**config.mk**
```make
export PLATFORM = sky130hd
export DESIGN_NAME = eeprom_write_control
export DESIGN_NICKNAME = d
export VERILOG_FILES = /design/src/pkg/eeprom_ctl_pkg.sv /design/src/logic/eeprom_cell_array.sv /design/src/logic/eeprom_write_control.sv
export SDC_FILE = /design/constraint.sdc
export NUM_CORES = 1
export LEC_CHECK = 0
export BUFFER_PORTS_ARGS = -buffer_cell sky130_fd_sc_hd__buf_2
export CAP_MARGIN = 20
export CORE_ASPECT_RATIO = 1.2
export CORE_UTILIZATION = 47
export CTS_BUF_LIST = sky130_fd_sc_hd__clkbuf_8
export DETAILED_ROUTE_END_ITERATION = 8
export PLACE_DENSITY = 0.65
export SLEW_MARGIN = 20
export SYNTH_ARGS = -nofsm -noshare
export SYNTH_HDL_FRONTEND = slang
export SYNTH_SLANG_ARGS = --single-unit
```
**constraint.sdc**
```tcl
create_clock -name CORE_CLK_IN -period 11.2 [get_ports CORE_CLK_IN]
set_input_delay 1.12 -clock CORE_CLK_IN [delete_from_list [all_inputs] [get_ports CORE_CLK_IN]]
set_output_delay 1.12 -clock CORE_CLK_IN [all_outputs]
set_load 0.02 [all_outputs]
```
**src/pkg/eeprom_ctl_pkg.sv**
```systemverilog
// Constants, field positions and state codes for the data EEPROM write controller.
package eeprom_ctl_pkg;

    // ************************************************************
    // Register map
    // ************************************************************
    localparam logic [7:0] CTL_ADDR = 8'hEA;
    localparam logic [7:0] CTL_RESET = 8'h00;
    localparam int unsigned STANDBY_BIT = 6;
    localparam int unsigned START_BIT = 3;
    localparam int unsigned PAR_MODE_BIT = 2;
    localparam int unsigned BUSY_BIT = 1;
    localparam int unsigned ENABLE_BIT = 0;

    // ************************************************************
    // Array geometry
    // ************************************************************
    localparam int unsigned DATA_W = 8;
    localparam int unsigned ROW_BYTES = 8;
    localparam int unsigned MEM_ADDR_W = 7;
    localparam logic [1:0] REGION_TOP = 2'h0;

    // ************************************************************
    // Timing
    // ************************************************************
    localparam int unsigned CLK_PERIOD_NS = 20;
    localparam int unsigned PROG_TIME_NS = 5000;
    localparam int unsigned PROG_CYCLES = (PROG_TIME_NS + CLK_PERIOD_NS - 1) / CLK_PERIOD_NS;
    localparam int unsigned CNT_W = 16;

    typedef enum logic [1:0] {
        ST_IDLE = 2'b00,
        ST_PROG = 2'b01,
        ST_COMMIT = 2'b10
    } prog_state_t;

endpackage : eeprom_ctl_pkg

```
**src/logic/eeprom_cell_array.sv**
```systemverilog
// Nonvolatile cell array model with one write port and a registered read port.
`timescale 1ns/1ps
module eeprom_cell_array #(
    parameter int unsigned DATA_W = 8,
    parameter int unsigned ADDR_W = 7
) (
    input wire logic clk_in,                 // Core clock.
    input wire logic we_in,                  // Write one byte.
    input wire logic [ADDR_W-1:0] waddr_in,  // Write address.
    input wire logic [DATA_W-1:0] wdata_in,  // Write data.
    input wire logic re_in,                  // Read one byte.
    input wire logic [ADDR_W-1:0] raddr_in,  // Read address.
    output logic [DATA_W-1:0] rdata_out      // Registered read data.
);

    // Cells are not cleared by reset, as nonvolatile storage would not be.
    logic [DATA_W-1:0] cells [2**ADDR_W];

    always_ff @(posedge clk_in) begin
        if (we_in) begin
            cells[waddr_in] <= wdata_in;
        end
    end

    always_ff @(posedge clk_in) begin
        if (re_in) begin
            rdata_out <= cells[raddr_in];
        end
    end

endmodule : eeprom_cell_array

```
**src/logic/eeprom_write_control.sv**
```systemverilog
// Data EEPROM control register, row latches and programming sequencer.
//
// Summary of operation
// - Standby bit 6 disables the array; accesses are meaningless, power is minimal.
// - Setting start bit 3 in parallel mode programs the 8-byte row together.
// - Hardware clears the start bit when programming finishes.
// - Row bytes not written since parallel mode entry keep their contents.
// - In parallel mode without start, up to 8 row bytes are latched.
// - The page select and address bits A5..A3 fix the row; A2..A0 pick the byte.
// - Hardware clears parallel mode enable at the end of parallel programming.
// - Clearing parallel mode before start discards latched data, array unchanged.
// - Busy bit 1 is set throughout a programming cycle, cleared after.
// - Array access while busy is aborted; running programming completes.
// - Program enable bit 0 gates programming; set it before writing.
// - A write with program enable clear starts no programming cycle.
// - STOP disables the array immediately to save power.
// - Start is accepted only when enable and parallel mode are already set.
// - Setting parallel mode clears all 8 row latches; row held from the first latched write.
// - While busy, control writes are ignored; only busy reads back.
`timescale 1ns/1ps
module eeprom_write_control #(
    parameter int unsigned PROG_CYCLES = eeprom_ctl_pkg::PROG_CYCLES
) (
    input wire logic CORE_CLK_IN,         // Core clock, 50 MHz.
    input wire logic RST_N_IN,            // Synchronous reset, active low.
    input wire logic [7:0] ADDR_IN,       // Data-space address.
    input wire logic WR_STB_IN,           // One-cycle write strobe.
    input wire logic RD_STB_IN,           // One-cycle read strobe.
    input wire logic [7:0] WR_DATA_IN,    // Write data.
    input wire logic EE_SEL_IN,           // An EEPROM page is mapped at 00h-3Fh.
    input wire logic PAGE_IN,             // Selected EEPROM page.
    input wire logic STOP_IN,             // Core is in STOP mode.
    output logic [7:0] RD_DATA_OUT,       // Read data, two cycles after strobe.
    output logic RD_VALID_OUT,            // Read data valid pulse.
    output logic BUSY_OUT,                // Programming cycle in progress.
    output logic EE_POWER_DOWN_OUT,       // Array powered down.
    output logic ABORT_OUT                // Access refused pulse.
);

    localparam int unsigned RB = eeprom_ctl_pkg::ROW_BYTES;
    localparam int unsigned CW = eeprom_ctl_pkg::CNT_W;
    localparam logic [CW-1:0] PROG_LAST = CW'(PROG_CYCLES - 1);

    // ************************************************************
    // State
    // ************************************************************
    eeprom_ctl_pkg::prog_state_t state;
    eeprom_ctl_pkg::prog_state_t next_state;
    logic eeprom_standby;
    logic program_enable;
    logic parallel_mode_enable;
    logic parallel_start;
    logic [CW-1:0] cnt;
    logic [2:0] slot;
    logic [RB-1:0] mask;
    logic [7:0] row_data [RB];
    logic row_held;
    logic [3:0] row_addr;
    logic p1_ee;
    logic p1_ctl;
    logic p1_null;
    logic [7:0] p1_ctl_val;
    logic [7:0] mem_rdata;

    // ************************************************************
    // Decode
    // ************************************************************
    wire busy = state != eeprom_ctl_pkg::ST_IDLE;
    wire ctl_hit = ADDR_IN == eeprom_ctl_pkg::CTL_ADDR;
    wire ee_hit = EE_SEL_IN && (ADDR_IN[7:6] == eeprom_ctl_pkg::REGION_TOP);
    wire ee_disabled = eeprom_standby || STOP_IN;
    wire ee_blocked = busy || ee_disabled;
    wire ctl_wr = WR_STB_IN && ctl_hit && !busy;
    wire ee_wr_req = WR_STB_IN && ee_hit;
    wire ee_rd_req = RD_STB_IN && ee_hit;
    wire [3:0] row_of_req = {PAGE_IN, ADDR_IN[5:3]};
    wire [2:0] idx = ADDR_IN[2:0];
    wire row_match = !row_held || (row_of_req == row_addr);
    wire par_load = ee_wr_req && !ee_blocked && parallel_mode_enable
        && !parallel_start && row_match;
    wire byte_go = ee_wr_req && !ee_blocked && !parallel_mode_enable && program_enable;
    wire load = par_load || byte_go;
    wire start_go = ctl_wr && WR_DATA_IN[eeprom_ctl_pkg::START_BIT]
        && program_enable && parallel_mode_enable;
    wire par_rise = ctl_wr && WR_DATA_IN[eeprom_ctl_pkg::PAR_MODE_BIT] && !parallel_mode_enable;
    wire par_cancel = ctl_wr && !WR_DATA_IN[eeprom_ctl_pkg::PAR_MODE_BIT] && parallel_mode_enable;
    wire commit_done = (state == eeprom_ctl_pkg::ST_COMMIT) && (slot == 3'h7);
    wire clear_mask = par_rise || par_cancel || commit_done;
    wire rd_ok = ee_rd_req && !ee_blocked;
    // A write outside the latched row would corrupt the held row, so it is refused.
    wire abort_evt = ((ee_wr_req || ee_rd_req) && ee_blocked)
        || (ee_wr_req && !ee_blocked && parallel_mode_enable && !row_match);
    wire next_standby = ctl_wr ? WR_DATA_IN[eeprom_ctl_pkg::STANDBY_BIT] : eeprom_standby;
    wire mem_we = (state == eeprom_ctl_pkg::ST_COMMIT) && mask[slot];
    wire [6:0] mem_waddr = {row_addr, slot};
    wire [6:0] mem_raddr = {PAGE_IN, ADDR_IN[5:0]};
    wire [7:0] ctl_read_val = {6'h00, busy, 1'h0};
    wire [7:0] next_rd_data = p1_ee ? mem_rdata : (p1_ctl ? p1_ctl_val : 8'h00);

    // ************************************************************
    // Control register
    // ************************************************************
    always_ff @(posedge CORE_CLK_IN) begin
        if (!RST_N_IN) begin
            eeprom_standby <= 1'b0;
            program_enable <= 1'b0;
        end else if (ctl_wr) begin
            eeprom_standby <= WR_DATA_IN[eeprom_ctl_pkg::STANDBY_BIT];
            program_enable <= WR_DATA_IN[eeprom_ctl_pkg::ENABLE_BIT];
        end
    end

    always_ff @(posedge CORE_CLK_IN) begin
        if (!RST_N_IN) begin
            parallel_mode_enable <= 1'b0;
            parallel_start <= 1'b0;
        end else if (commit_done) begin
            parallel_mode_enable <= 1'b0;
            parallel_start <= 1'b0;
        end else if (ctl_wr) begin
            parallel_mode_enable <= WR_DATA_IN[eeprom_ctl_pkg::PAR_MODE_BIT];
            parallel_start <= start_go;
        end
    end

    // ************************************************************
    // Row latches
    // ************************************************************
    genvar gi;
    generate
        for (gi = 0; gi < RB; gi++) begin : g_row
            always_ff @(posedge CORE_CLK_IN) begin
                if (!RST_N_IN) begin
                    row_data[gi] <= 8'h00;
                    mask[gi] <= 1'b0;
                end else if (clear_mask) begin
                    mask[gi] <= 1'b0;
                end else if (load && (idx == 3'(gi))) begin
                    row_data[gi] <= WR_DATA_IN;
                    mask[gi] <= 1'b1;
                end
            end
        end
    endgenerate

    always_ff @(posedge CORE_CLK_IN) begin
        if (!RST_N_IN) begin
            row_held <= 1'b0;
            row_addr <= 4'h0;
        end else if (clear_mask) begin
            row_held <= 1'b0;
        end else if (load) begin
            row_held <= 1'b1;
            row_addr <= row_of_req;
        end
    end

    // ************************************************************
    // Programming sequencer
    // ************************************************************
    // The cells are written only after the full programming time, one byte
    // per clock, so a cancelled or refused row never touches the array.
    always_comb begin
        next_state = state;
        unique case (state)
            eeprom_ctl_pkg::ST_IDLE: begin
                if (start_go || byte_go) begin
                    next_state = eeprom_ctl_pkg::ST_PROG;
                end
            end
            eeprom_ctl_pkg::ST_PROG: begin
                if (cnt == '0) begin
                    next_state = eeprom_ctl_pkg::ST_COMMIT;
                end
            end
            eeprom_ctl_pkg::ST_COMMIT: begin
                if (slot == 3'h7) begin
                    next_state = eeprom_ctl_pkg::ST_IDLE;
                end
            end
            default: begin
                next_state = eeprom_ctl_pkg::ST_IDLE;
            end
        endcase
    end

    always_ff @(posedge CORE_CLK_IN) begin
        if (!RST_N_IN) begin
            state <= eeprom_ctl_pkg::ST_IDLE;
        end else begin
            state <= next_state;
        end
    end

    always_ff @(posedge CORE_CLK_IN) begin
        if (!RST_N_IN) begin
            cnt <= '0;
        end else if (state == eeprom_ctl_pkg::ST_IDLE) begin
            cnt <= PROG_LAST;
        end else if (state == eeprom_ctl_pkg::ST_PROG) begin
            cnt <= cnt - CW'(1);
        end
    end

    always_ff @(posedge CORE_CLK_IN) begin
        if (!RST_N_IN) begin
            slot <= 3'h0;
        end else if (state == eeprom_ctl_pkg::ST_COMMIT) begin
            slot <= slot + 3'h1;
        end else begin
            slot <= 3'h0;
        end
    end

    eeprom_cell_array #(
        .DATA_W(eeprom_ctl_pkg::DATA_W),
        .ADDR_W(eeprom_ctl_pkg::MEM_ADDR_W)
    ) u_cells (
        .clk_in(CORE_CLK_IN),
        .we_in(mem_we),
        .waddr_in(mem_waddr),
        .wdata_in(row_data[slot]),
        .re_in(rd_ok),
        .raddr_in(mem_raddr),
        .rdata_out(mem_rdata)
    );

    // ************************************************************
    // Read pipeline and outputs
    // ************************************************************
    always_ff @(posedge CORE_CLK_IN) begin
        if (!RST_N_IN) begin
            p1_ee <= 1'b0;
            p1_ctl <= 1'b0;
            p1_null <= 1'b0;
            p1_ctl_val <= eeprom_ctl_pkg::CTL_RESET;
        end else begin
            p1_ee <= rd_ok;
            p1_ctl <= RD_STB_IN && ctl_hit;
            p1_null <= ee_rd_req && ee_blocked;
            p1_ctl_val <= ctl_read_val;
        end
    end

    always_ff @(posedge CORE_CLK_IN) begin
        if (!RST_N_IN) begin
            RD_DATA_OUT <= 8'h00;
            RD_VALID_OUT <= 1'b0;
            BUSY_OUT <= 1'b0;
            EE_POWER_DOWN_OUT <= 1'b0;
            ABORT_OUT <= 1'b0;
        end else begin
            RD_DATA_OUT <= next_rd_data;
            RD_VALID_OUT <= p1_ee || p1_ctl || p1_null;
            BUSY_OUT <= next_state != eeprom_ctl_pkg::ST_IDLE;
            EE_POWER_DOWN_OUT <= next_standby || STOP_IN;
            ABORT_OUT <= abort_evt;
        end
    end

    logic [CW-1:0] prog_len;
    always_ff @(posedge CORE_CLK_IN) begin
        if (!RST_N_IN || state != eeprom_ctl_pkg::ST_PROG) begin
            prog_len <= '0;
        end else begin
            prog_len <= prog_len + CW'(1);
        end
    end
endmodule : eeprom_write_control

```
Yosys cells after proc, flatten, opt, wreduce, memory -nomap -nowiden --
Memory sizes are Yosys's and may differ from the RTL's. A register that Yosys moved wholly into a read port is not among the register bits. Index checks and enable logic that the tools add are counted.
Cells by class: add/subtract/negate cells 2, bitwise operators 10, multiplexer cells 55, eq/ne operators 12, $lt $le $gt $ge 1, $mul 0, shift operators 0, reductions and logical operators 64, divide/modulo/power cells 0
Operator list (count):
- $mux W8 | 12
- $mux W1 | 37
- $logic_and A1 B1 Y1 | 33
- $logic_not A16 Y1 | 1
- $sub A16 B1 Y16 const B | 1
- $eq A3 B3 Y1 const B | 5
- $logic_or A1 B1 Y1 | 12
- $eq A8 B8 Y1 const B | 1
- $or A1 B1 Y1 | 8
- $logic_not A1 Y1 | 7
- $eq A3 B2 Y1 const B | 2
- $mux W2 | 3
- $pmux W2 S3 | 1
- $reduce_bool A2 Y1 | 3
- $reduce_or A2 Y1 | 3
- $eq A4 B4 Y1 | 1
- $logic_not A2 Y1 | 2
- $lt A3 B4 Y1 const B | 1
- $reduce_and A2 Y1 | 2
- $add A3 B1 Y3 const B | 1
- $bmux W1 S3 | 1
- $eq A3 B1 Y1 const B | 1
- $logic_not A3 Y1 | 1
- $mux W3 | 1
- 3 further kinds | 4
Storage, ports and cells: bits in read-only memories 0, flip-flop bits (word level) 61, memories kept 2, output and inout bits 12, latch bits 0, memory bits (writable) 1088
Memory list:
- u_cells.cells | depth 128, bits a word 8, rd ports 1, clocked after memory_dff 1, wr ports 1, RTL line eeprom_cell_array.sv:17 | logic [DATA_W-1:0] cells [2**ADDR_W];
- row_data | depth 8, bits a word 8, rd ports 1, clocked after memory_dff 1, wr ports 8, RTL line eeprom_write_control.sv:56 | logic [7:0] row_data [RB];

Longest topological paths before layout --
Gate-level depths: netlist (run 1).
word-level depth 14, mapped depth 11, depth with buffers taken out 8

Cells and area by module --
Synthesis (run 1) repeated with hierarchy kept, for this count alone.
Second synthesis, totals: cell total of the unflattened synthesis 2081, area total of the unflattened synthesis 45127.0 um^2
By module, submodules not included:
- eeprom_cell_array | cells an instance 1635, area an instance 39745.6 um^2, times used 1, seq. area each 30989.7 um^2
- eeprom_write_control | cells an instance 446, area an instance 5381.4 um^2, times used 1, seq. area each 3002.9 um^2

Worst setup path before layout (run 1) --
OpenSTA, ideal clock, no wires.
kind flip-flop to flip-flop, from reg slot[1] (netlist name), to mem u_cells.cells[0][2] (data pin), path slack 7.555 ns, arrival 3.113 ns, clock period less this slack 3.645 ns, setup time 0.532 ns, cell stages (with the launch flop) 5, path buffers 3, required time 10.668 ns, cells stage by stage dfxtp_1 -> clkbuf_1 -> buf_1 -> clkbuf_1 -> a221o_1
RTL lines (RTL line):
- end, declared | eeprom_cell_array.sv:17

==> summary.md, run 1 <==
| Metric | Value |
|---|---|
| Status | complete, no violations |
| Post-CTS setup buffer count | 0 |
| Reg2Reg Depth | 5 |
| Clock root buffer | clkbuf_8 |
| Worst slew pin tran | 1110 ps |
| Final WL | 114 mm |
| Final Wtd Congestion | 0.856 |
| Most common cell in the netlist | edfxtp_1 |
| CTS Buffer Depth | 3 |
| Post-Synth Simple-Gate Area | 5.32% |
| Crit path cell chain | buf_8 -> buf_4 -> buf_4 -> mux4_2 -> a22oi_1 -> a21oi_1 -> a2111oi_0 -> o311ai_1 |
| Arr. time, crit path | 5250 ps |
| Setup TNS | 0 ps |
| CP required | 11770 ps |
| IO buf count | 34 |
| Yosys reg bits | 1150 |
| Max cap viols | 0 |
| Switching pwr | 1.85 mW |
| Commonest cells in the netlist | edfxtp_1 (1096), mux4_2 (216), nor2_1 (194), mux2i_1 (158), nand2_1 (76) |
| Ys flop type | edfxtp_1 |
| Tot GR Track Use | 23.6% |
| Post-synthesis adder-cell area fraction | 0.110% |
| DR iter-0 viols | 2501 |
| ANT nets after route | 0 |
| Period utilization | 41.8% |
| Busiest grt layer | met2 |
| Detailed Routing Iterations Pass 1 | 5 |
| Kind of critical path | input pin to flop |
| Seq pwr share | 57.0% |
| Nets in the synthesized netlist | 2444 |
| Highest clock rate | 214 MHz |
| Mux share of post-synthesis cell area | 14.4% |
| Clock sinks | 1150 |
| Setup ws final | 6520 ps |
| Switching part of the total power | 22.4% |
| H-tree depth | 4 |
| Synth area leaders | edfxtp_1 (72%), mux4_2 (11%), mux2i_1 (3.5%) |
| R2r setup slk | 7580 ps |
| Area grow syn2layout | 10.5% |
| Number of synthesized flops with an enable pin | 1096 |
| Setup slack at placement | 5660 ps |
| CP Launch Point | ADDR_IN[0] |
| LEAKAGE | 16.4 nW |
| Tightest hold margin | 444 ps |
| Resize count post-CTS | 0 |
| RSZ-0062 raised after global routing | no |
| GRT met2 Usage | 39.3% |
| Hold Fails Final Rpt | 0 |
| Slowest stage delay, CP | 940 ps |
| Crit end category | flop |
| Syn avg cell area | 18.8 um2 |
| Drc violations | 0 |
| Max FO, Critical Path | 56 |
| Clk Latency, worst-skew pair | 850 ps |
| P per Cell Area | 164 nW/um2 |
| Pin count of the biggest net entering global routing | 114 |
| Grt total ovfl | 0 |
| Hpwl dp | 68.3 mm |
| Layout Skew | 37.6 ps |
| I/O pin cnt | 35 |
| Worst Hold Class | flop to flop |
| Post-synth cell types | 71 |
| Final non-filler cell area | 50200 um2 |
| Peak supply drop | 0.106 mV |
| Ys async rst share | 0% |
| Yosys warnings | 0 |
| # nets final | 2562 |
| Synth Area in XOR/XNOR | 0.270% |
| Die Ht | 343 um |
| Endpoints failing setup | 0 |
| Syn Std Cell Area | 45400 um2 |
| Slew Limit Headroom | 24.1% |
| Hold_buf cts | 0 |
| CTS clk-pin slew, worst paths | 60 ps |
| TritonCTS Buffers | 170 |
| Start of the worst register-to-register path | slot[0] |
| Leading area contributor after synthesis | edfxtp_1 |
| Crit-path slowest cell | a2111oi_0 |
| Compound-Gate Fraction of Synth Area | 3.59% |
| Most used cell along the critical path | buf_4 |
| Cell-internal power | 6.40 mW |
| Starting density of the core | 47.5% |
| Vias in the first global route | 24424 |
| Sequential area share after synthesis | 74.8% |
| Dpl cell area | 47000 um2 |
| Die area | 97900 um2 |
| Die Width | 286 um |
| Slew Viols, Final | 0 |
| Cells after Synth | 2417 |
| Final Critical Period | 4680 ps |
| Gate power share | 4.6% |
| Layout fillers | 7564 |
| CP endpoint | u_cells.rdata_out[5] |
| Layout cells sized above 1 | 20.6% |
| R2R Path End | u_cells.cells[64][7] |
| CTS tree | built |
| Power, Total | 8.25 mW |
| Clock share of power | 38.5% |
| Routing usage on met3 | 4.64% |
| Met1 Usage GRT | 30.3% |
| Largest family of logic cells by synthesized area | multiplexers |
| Critical Path Source Type | input pin |
| Via count | 23948 |
| WL/cell | 29.0 um |
| Core Box Area | 95600 um2 |
| First-pass GRT wire length | 166 mm |
| Initial antenna violation count | 8 |
| Row cnt | 124 |
| Area share of the largest cell type after synthesis | 72.5% |
| Vias/cell | 6.09 |
==> area by class of cell <==
class | instances | area (um2) | area share, %
Multi-Input combinational cell | 1121 | 10800 | 21.6
Tap cell | 1260 | 1580 | 3.14
Inverter | 10 | 38.8 | 0.0773
Sequential cell | 1150 | 34000 | 67.7
Antenna cell | 2 | 5.00 | 0.00997
Timing Repair Buffer | 82 | 578 | 1.15
Clock buffer | 178 | 2450 | 4.88
Clock inverter | 131 | 697 | 1.39
==> layer usage <==
metal  vias up  share of wire [%]
met3       272                7.8
met2      1142                 50
met4         8                4.0
met5         -              0.053
met1     12523                 38
li1      10003                  -
==> metrics by stage <==
step	util (%)	cells
finish	52.5	3934
global placement	49.2	3621
global route	52.5	3934
CTS	52.5	3932
floorplan	-	2417
detailed placement	49.2	3623
==> how the worst min path moves through the flow <==
stage               startpoint            to  slack [ps]  depth (start not counted)
floorplan              p1_null  RD_VALID_OUT         410                          1
global placement       p1_null  RD_VALID_OUT         430                          1
detailed placement     p1_null  RD_VALID_OUT         430                          1
CTS                    p1_null  RD_VALID_OUT         450                          1
global route           mask[4]       mask[4]         470                          1
finish                 p1_null  RD_VALID_OUT         440                          1
==> cells by family after synthesis <==
logic type	Yosys count
adder cells (fa/ha/maj)	4
multiplexers	384
buffers and inverters	146
flip-flops	1150
XOR/XNOR	14
AO/OA/AOI/OAI	236
AND/OR/NAND/NOR	483
==> power by group through the flow <==
stage          Sequential [mW]  Clock (mW)  Combinational [mW]
3_5_place_dp              4.79           0               0.376
6_report                  4.70        3.17               0.377
3_3_place_gp              4.79           0               0.370
2_1_floorplan             4.79           0               0.236
5_1_grt                   4.70        3.39               0.395
4_1_cts                   4.70        3.23               0.377
==> worst max-delay path: cells and delay by family <==
| kind | cells | cell delay [ps] |
|---|---|---|
| buffers and inverters | 3 | 1850 |
| AOI/OAI and AO/OA | 4 | 1500 |
| muxes | 1 | 610 |
==> flip-flops by register name, summed over array words and instances (netlist names) <==
| signal | cells |
|---|---|
| u_cells.rdata_out | 8 |
| RD_VALID_OUT | 1 |
| slot | 3 |
| eeprom_standby | 1 |
| u_cells.cells | 1024 |
| cnt | 16 |
| row_addr | 4 |
| mask | 8 |
| program_enable | 1 |
| row_held | 1 |
| parallel_mode_enable | 1 |
| RD_DATA_OUT | 8 |
| p1_ctl_val | 1 |
| p1_null | 1 |
| BUSY_OUT | 1 |
| parallel_start | 1 |
| p1_ee | 1 |
| EE_POWER_DOWN_OUT | 1 |
| state | 2 |
| p1_ctl | 1 |
| row_data | 64 |
| ABORT_OUT | 1 |
==> placed cells by master (no fill, tap or decap), types with 8 or more instances in the layout <==
cell / instances
edfxtp_1: 1096
mux4_2: 216
nor2_1: 192
clkbuf_8: 178
mux2i_1: 158
nand2_1: 76
inv_1: 72
and2_1: 72
a22oi_1: 60
dfxtp_1: 54
buf_4: 47
nand3_1: 41
a21oi_1: 40
clkinv_1: 33
buf_2: 31
o21ai_0: 26
nor2b_1: 23
clkinv_2: 18
nand2b_1: 14
o22ai_1: 12
and3_1: 12
a31oi_1: 10
a21o_1: 9
nand4_1: 8
o21a_1: 8
xor2_1: 8
No activity file was read; power rests on OpenSTA's default activity.
==> run 2: changes to the inputs <==
Settings changed: ABC_AREA set to 1.
Clock period 11.2 ns to 4.8 ns, I/O delays scaled along.
==> run 2 against run 1 <==
Against the previous run: die area up 4.0%; hold slack lost 360 ps; cell count grew 46%; combinational power grew to 2.9 times the previous value; clock-buffer cell count fell by 1; first-iteration DRC count rose by 35%; critical path depth decreased by 1; register-to-register slack worse by 6100 ps; total power grew 140%; synthesized cell count rose by 77%; largest power group unchanged; highest routed layer is now met4.
==> summary.md, run 2 <==
| Metric | Value |
|---|---|
| Status | complete, no violations |
| Layout cells sized above 1 | 7.80% |
| ANT nets after route | 0 |
| Highest clock rate | 300 MHz |
| Ys flop type | edfxtp_1 |
| Nets in the synthesized netlist | 4315 |
| Post-Place Cells | 5443 |
| H-tree depth | 4 |
| Final WL | 127 mm |
| Top cell family by delay on the critical path | simple AND/OR/NAND/NOR gates |
| TritonCTS Buffers | 172 |
| Worst Hold Class | input pin to flop |
| Busiest grt layer | met2 |
| Die Ht | 349 um |
| Syn Std Cell Area | 47200 um2 |
| Die area | 102000 um2 |
| Most common cell in the netlist | nand2_1 |
| Clock sinks | 1150 |
| Cells after Synth | 4288 |
| Max reg flops | 1024 |
| Setup ws final | 1470 ps |
| Met1 Usage GRT | 31.9% |
| RSZ-0062 raised after global routing | no |
| Tot GR Track Use | 25.0% |
| Final Critical Period | 3330 ps |
| Leading area contributor after synthesis | edfxtp_1 |
| Synth area leaders | edfxtp_1 (70%), nand2_1 (15%), nand3_1 (4.1%) |
| I/O pin cnt | 35 |
| Hpwl dp | 71.9 mm |
| Syn avg cell area | 11.0 um2 |
| DR iter-0 viols | 3365 |
| Slowest stage delay, CP | 800 ps |
| CTS clk-pin slew, worst paths | 60 ps |
| Detailed Routing Iterations Pass 1 | 6 |
| Ys async rst share | 0% |
| P per Cell Area | 376 nW/um2 |
| Hold Fails Final Rpt | 0 |
| Area grow syn2layout | 10.1% |
| Row cnt | 127 |
| Grt total ovfl | 0 |
| Max FO, Critical Path | 16 |
| Largest regs | u_cells.cells (1024), row_data (64), cnt (16) |
| Endpoints failing setup | 0 |
| Initial antenna violation count | 2 |
| Kind of critical path | flop to flop |
| Slew Viols, Final | 0 |
| Most common cell after layout, fill and taps aside | nand2_1 |
| Vias in the first global route | 30630 |
| First-pass GRT wire length | 189 mm |
| # nets final | 4363 |
| Pin count of the biggest net entering global routing | 129 |
| Crit-path slowest cell | nor2_1 |
| Layout Skew | 49.2 ps |
| Setup slack at placement | 1270 ps |
| Most frequent cells in the layout | nand2_1 (1850), edfxtp_1 (1096), nand3_1 (390) |
| Worst slew pin tran | 1040 ps |
| Starting density of the core | 47.3% |
| GRT met2 Usage | 41.9% |
| Critical Path Source Type | flop |
| WP buf/inv | 0 |
| IO buf count | 34 |
| Post-synth cell types | 40 |
| Peak supply drop | 0.216 mV |
| Largest reg by FF count | u_cells.cells |
| Util after Layout | 52.1% |
| Drc violations | 0 |
| Number of synthesized flops with an enable pin | 1096 |
| Max cap viols | 0 |
| Period utilization | 69.4% |
| LEAKAGE | 19.5 nW |
| Via count | 31572 |
| Final cell count without fillers | 5753 |
| Yosys warnings | 0 |
| Commonest cells in the netlist | nand2_1 (1851), edfxtp_1 (1096), nand3_1 (391), nor2_1 (267), clkbuf_1 (136) |
| Routing usage on met3 | 4.62% |
| Yosys reg bits | 1150 |
| Layout fillers | 8667 |
| Die Width | 291 um |
| Crit end category | flop |
| Crit path cell chain | nor3_4 -> nand2_1 -> o21ai_0 -> a21oi_2 -> o211ai_4 -> nand3_4 -> nor2_1 |
| CTS tree | built |
| Sequential area share after synthesis | 71.9% |
| Clk Latency, worst-skew pair | 880 ps |
| CP required | 5300 ps |
| Arr. time, crit path | 3830 ps |
| WL/cell | 22.0 um |
| CTS Buffer Depth | 3 |
| Core Box Area | 99800 um2 |
| Setup TNS | 0 ps |
| Clock root buffer | clkbuf_8 |
| Area share of the largest cell type after synthesis | 69.7% |
| Final Wtd Congestion | 0.869 |
| Slew Limit Headroom | 30.3% |
| Vias/cell | 5.49 |
run 2: cell count changes after synthesis, moves of 25 or more:
| cell | delta |
|---|---|
| a22oi_1 | -52 |
| and2_1 | -72 |
| buf_1 | +28 |
| clkbuf_1 | +74 |
| inv_1 | +96 |
| mux2i_1 | -158 |
| mux4_2 | -216 |
| nand2_1 | +1775 |
| nand3_1 | +350 |
| nand4_1 | +101 |
| nor2_1 | +73 |
| nor2b_1 | -25 |
run 2: timing repair:
action | 4_1_cts | 5_1_grt
gates resized for setup | 0 | 0
setup buffers | 0 | 0
hold buffers | 9 | 0
hold endpoints to repair | 19 | 0
run 2: worst paths after layout:
| kind | start | endpoint | slack (ps) | cells after the start |
|---|---|---|---|---|
| max | slot[0] | u_cells.cells[109][4] | 1470 | 7 |
| min | ADDR_IN[7] | p1_ctl | 90 | 5 |
| max reg2reg | slot[0] | u_cells.cells[109][4] | 1470 | 7 |
| min reg2reg | cnt[0] | cnt[0] | 450 | 1 |
run 2: layout make-up:
cell class / instances / area (um2) / share of cell area (%)
well taps: 1290 / 1610 / 3.10
diodes: 2 / 5.00 / 0.00962
inverters: 119 / 462 / 0.888
multi-input cells: 2797 / 11900 / 22.9
clock inverters: 122 / 719 / 1.38
flip-flops and latches: 1150 / 34000 / 65.3
clock buffers: 177 / 2440 / 4.68
repair buffers: 96 / 890 / 1.71
run 2: cell families (layout without fill, tap and decap cells):
logic type	Yosys count	count (layout)	synth area share, %
adders and majority gates	4	4	0.106
xor gates and xnor gates	7	7	0.130
and+or+nand+nor	2663	2663	23.3
buffers and inverters	341	514	2.96
other	0	2	0
DFF	1150	1150	71.9
AOI/OAI and AO/OA	123	123	1.53
run 2: layer usage:
| metal | part of all wire (%) | wire [um] |
|---|---|---|
| met4 | 4.0 | 5080 |
| met3 | 8.2 | 10400 |
| met1 | 39 | 50000 |
| met5 | 0 | 0 |
| met2 | 48 | 61300 |
run 2: report_power, final:
part	total, mW	leakage (nW)	switching [mW]	internal (mW)
Combinational	1.09	7.28	0.833	0.256
Sequential	11.0	10.5	0.0104	11.0
Clock	7.49	1.75	3.73	3.75
run 2: stage by stage:
stage | hold WS (ps) | power (mW) | area [um2]
3_3_place_gp | 435 | 12.2 | 48800
2_1_floorplan | 413 | 11.8 | 47200
5_1_grt | 64.3 | 20.1 | 52000
3_5_place_dp | 447 | 12.2 | 48800
6_report | 88.5 | 19.5 | 52000
4_1_cts | 9.38 | 19.6 | 52000
run 2: worst reg2reg max path: stages, from the launching register on:
cell and delay (ps):
dfxtp_1 420, nor3_4 540, nand2_1 100, o21ai_0 120, a21oi_2 70, o211ai_4 250, nand3_4 670, nor2_1 810
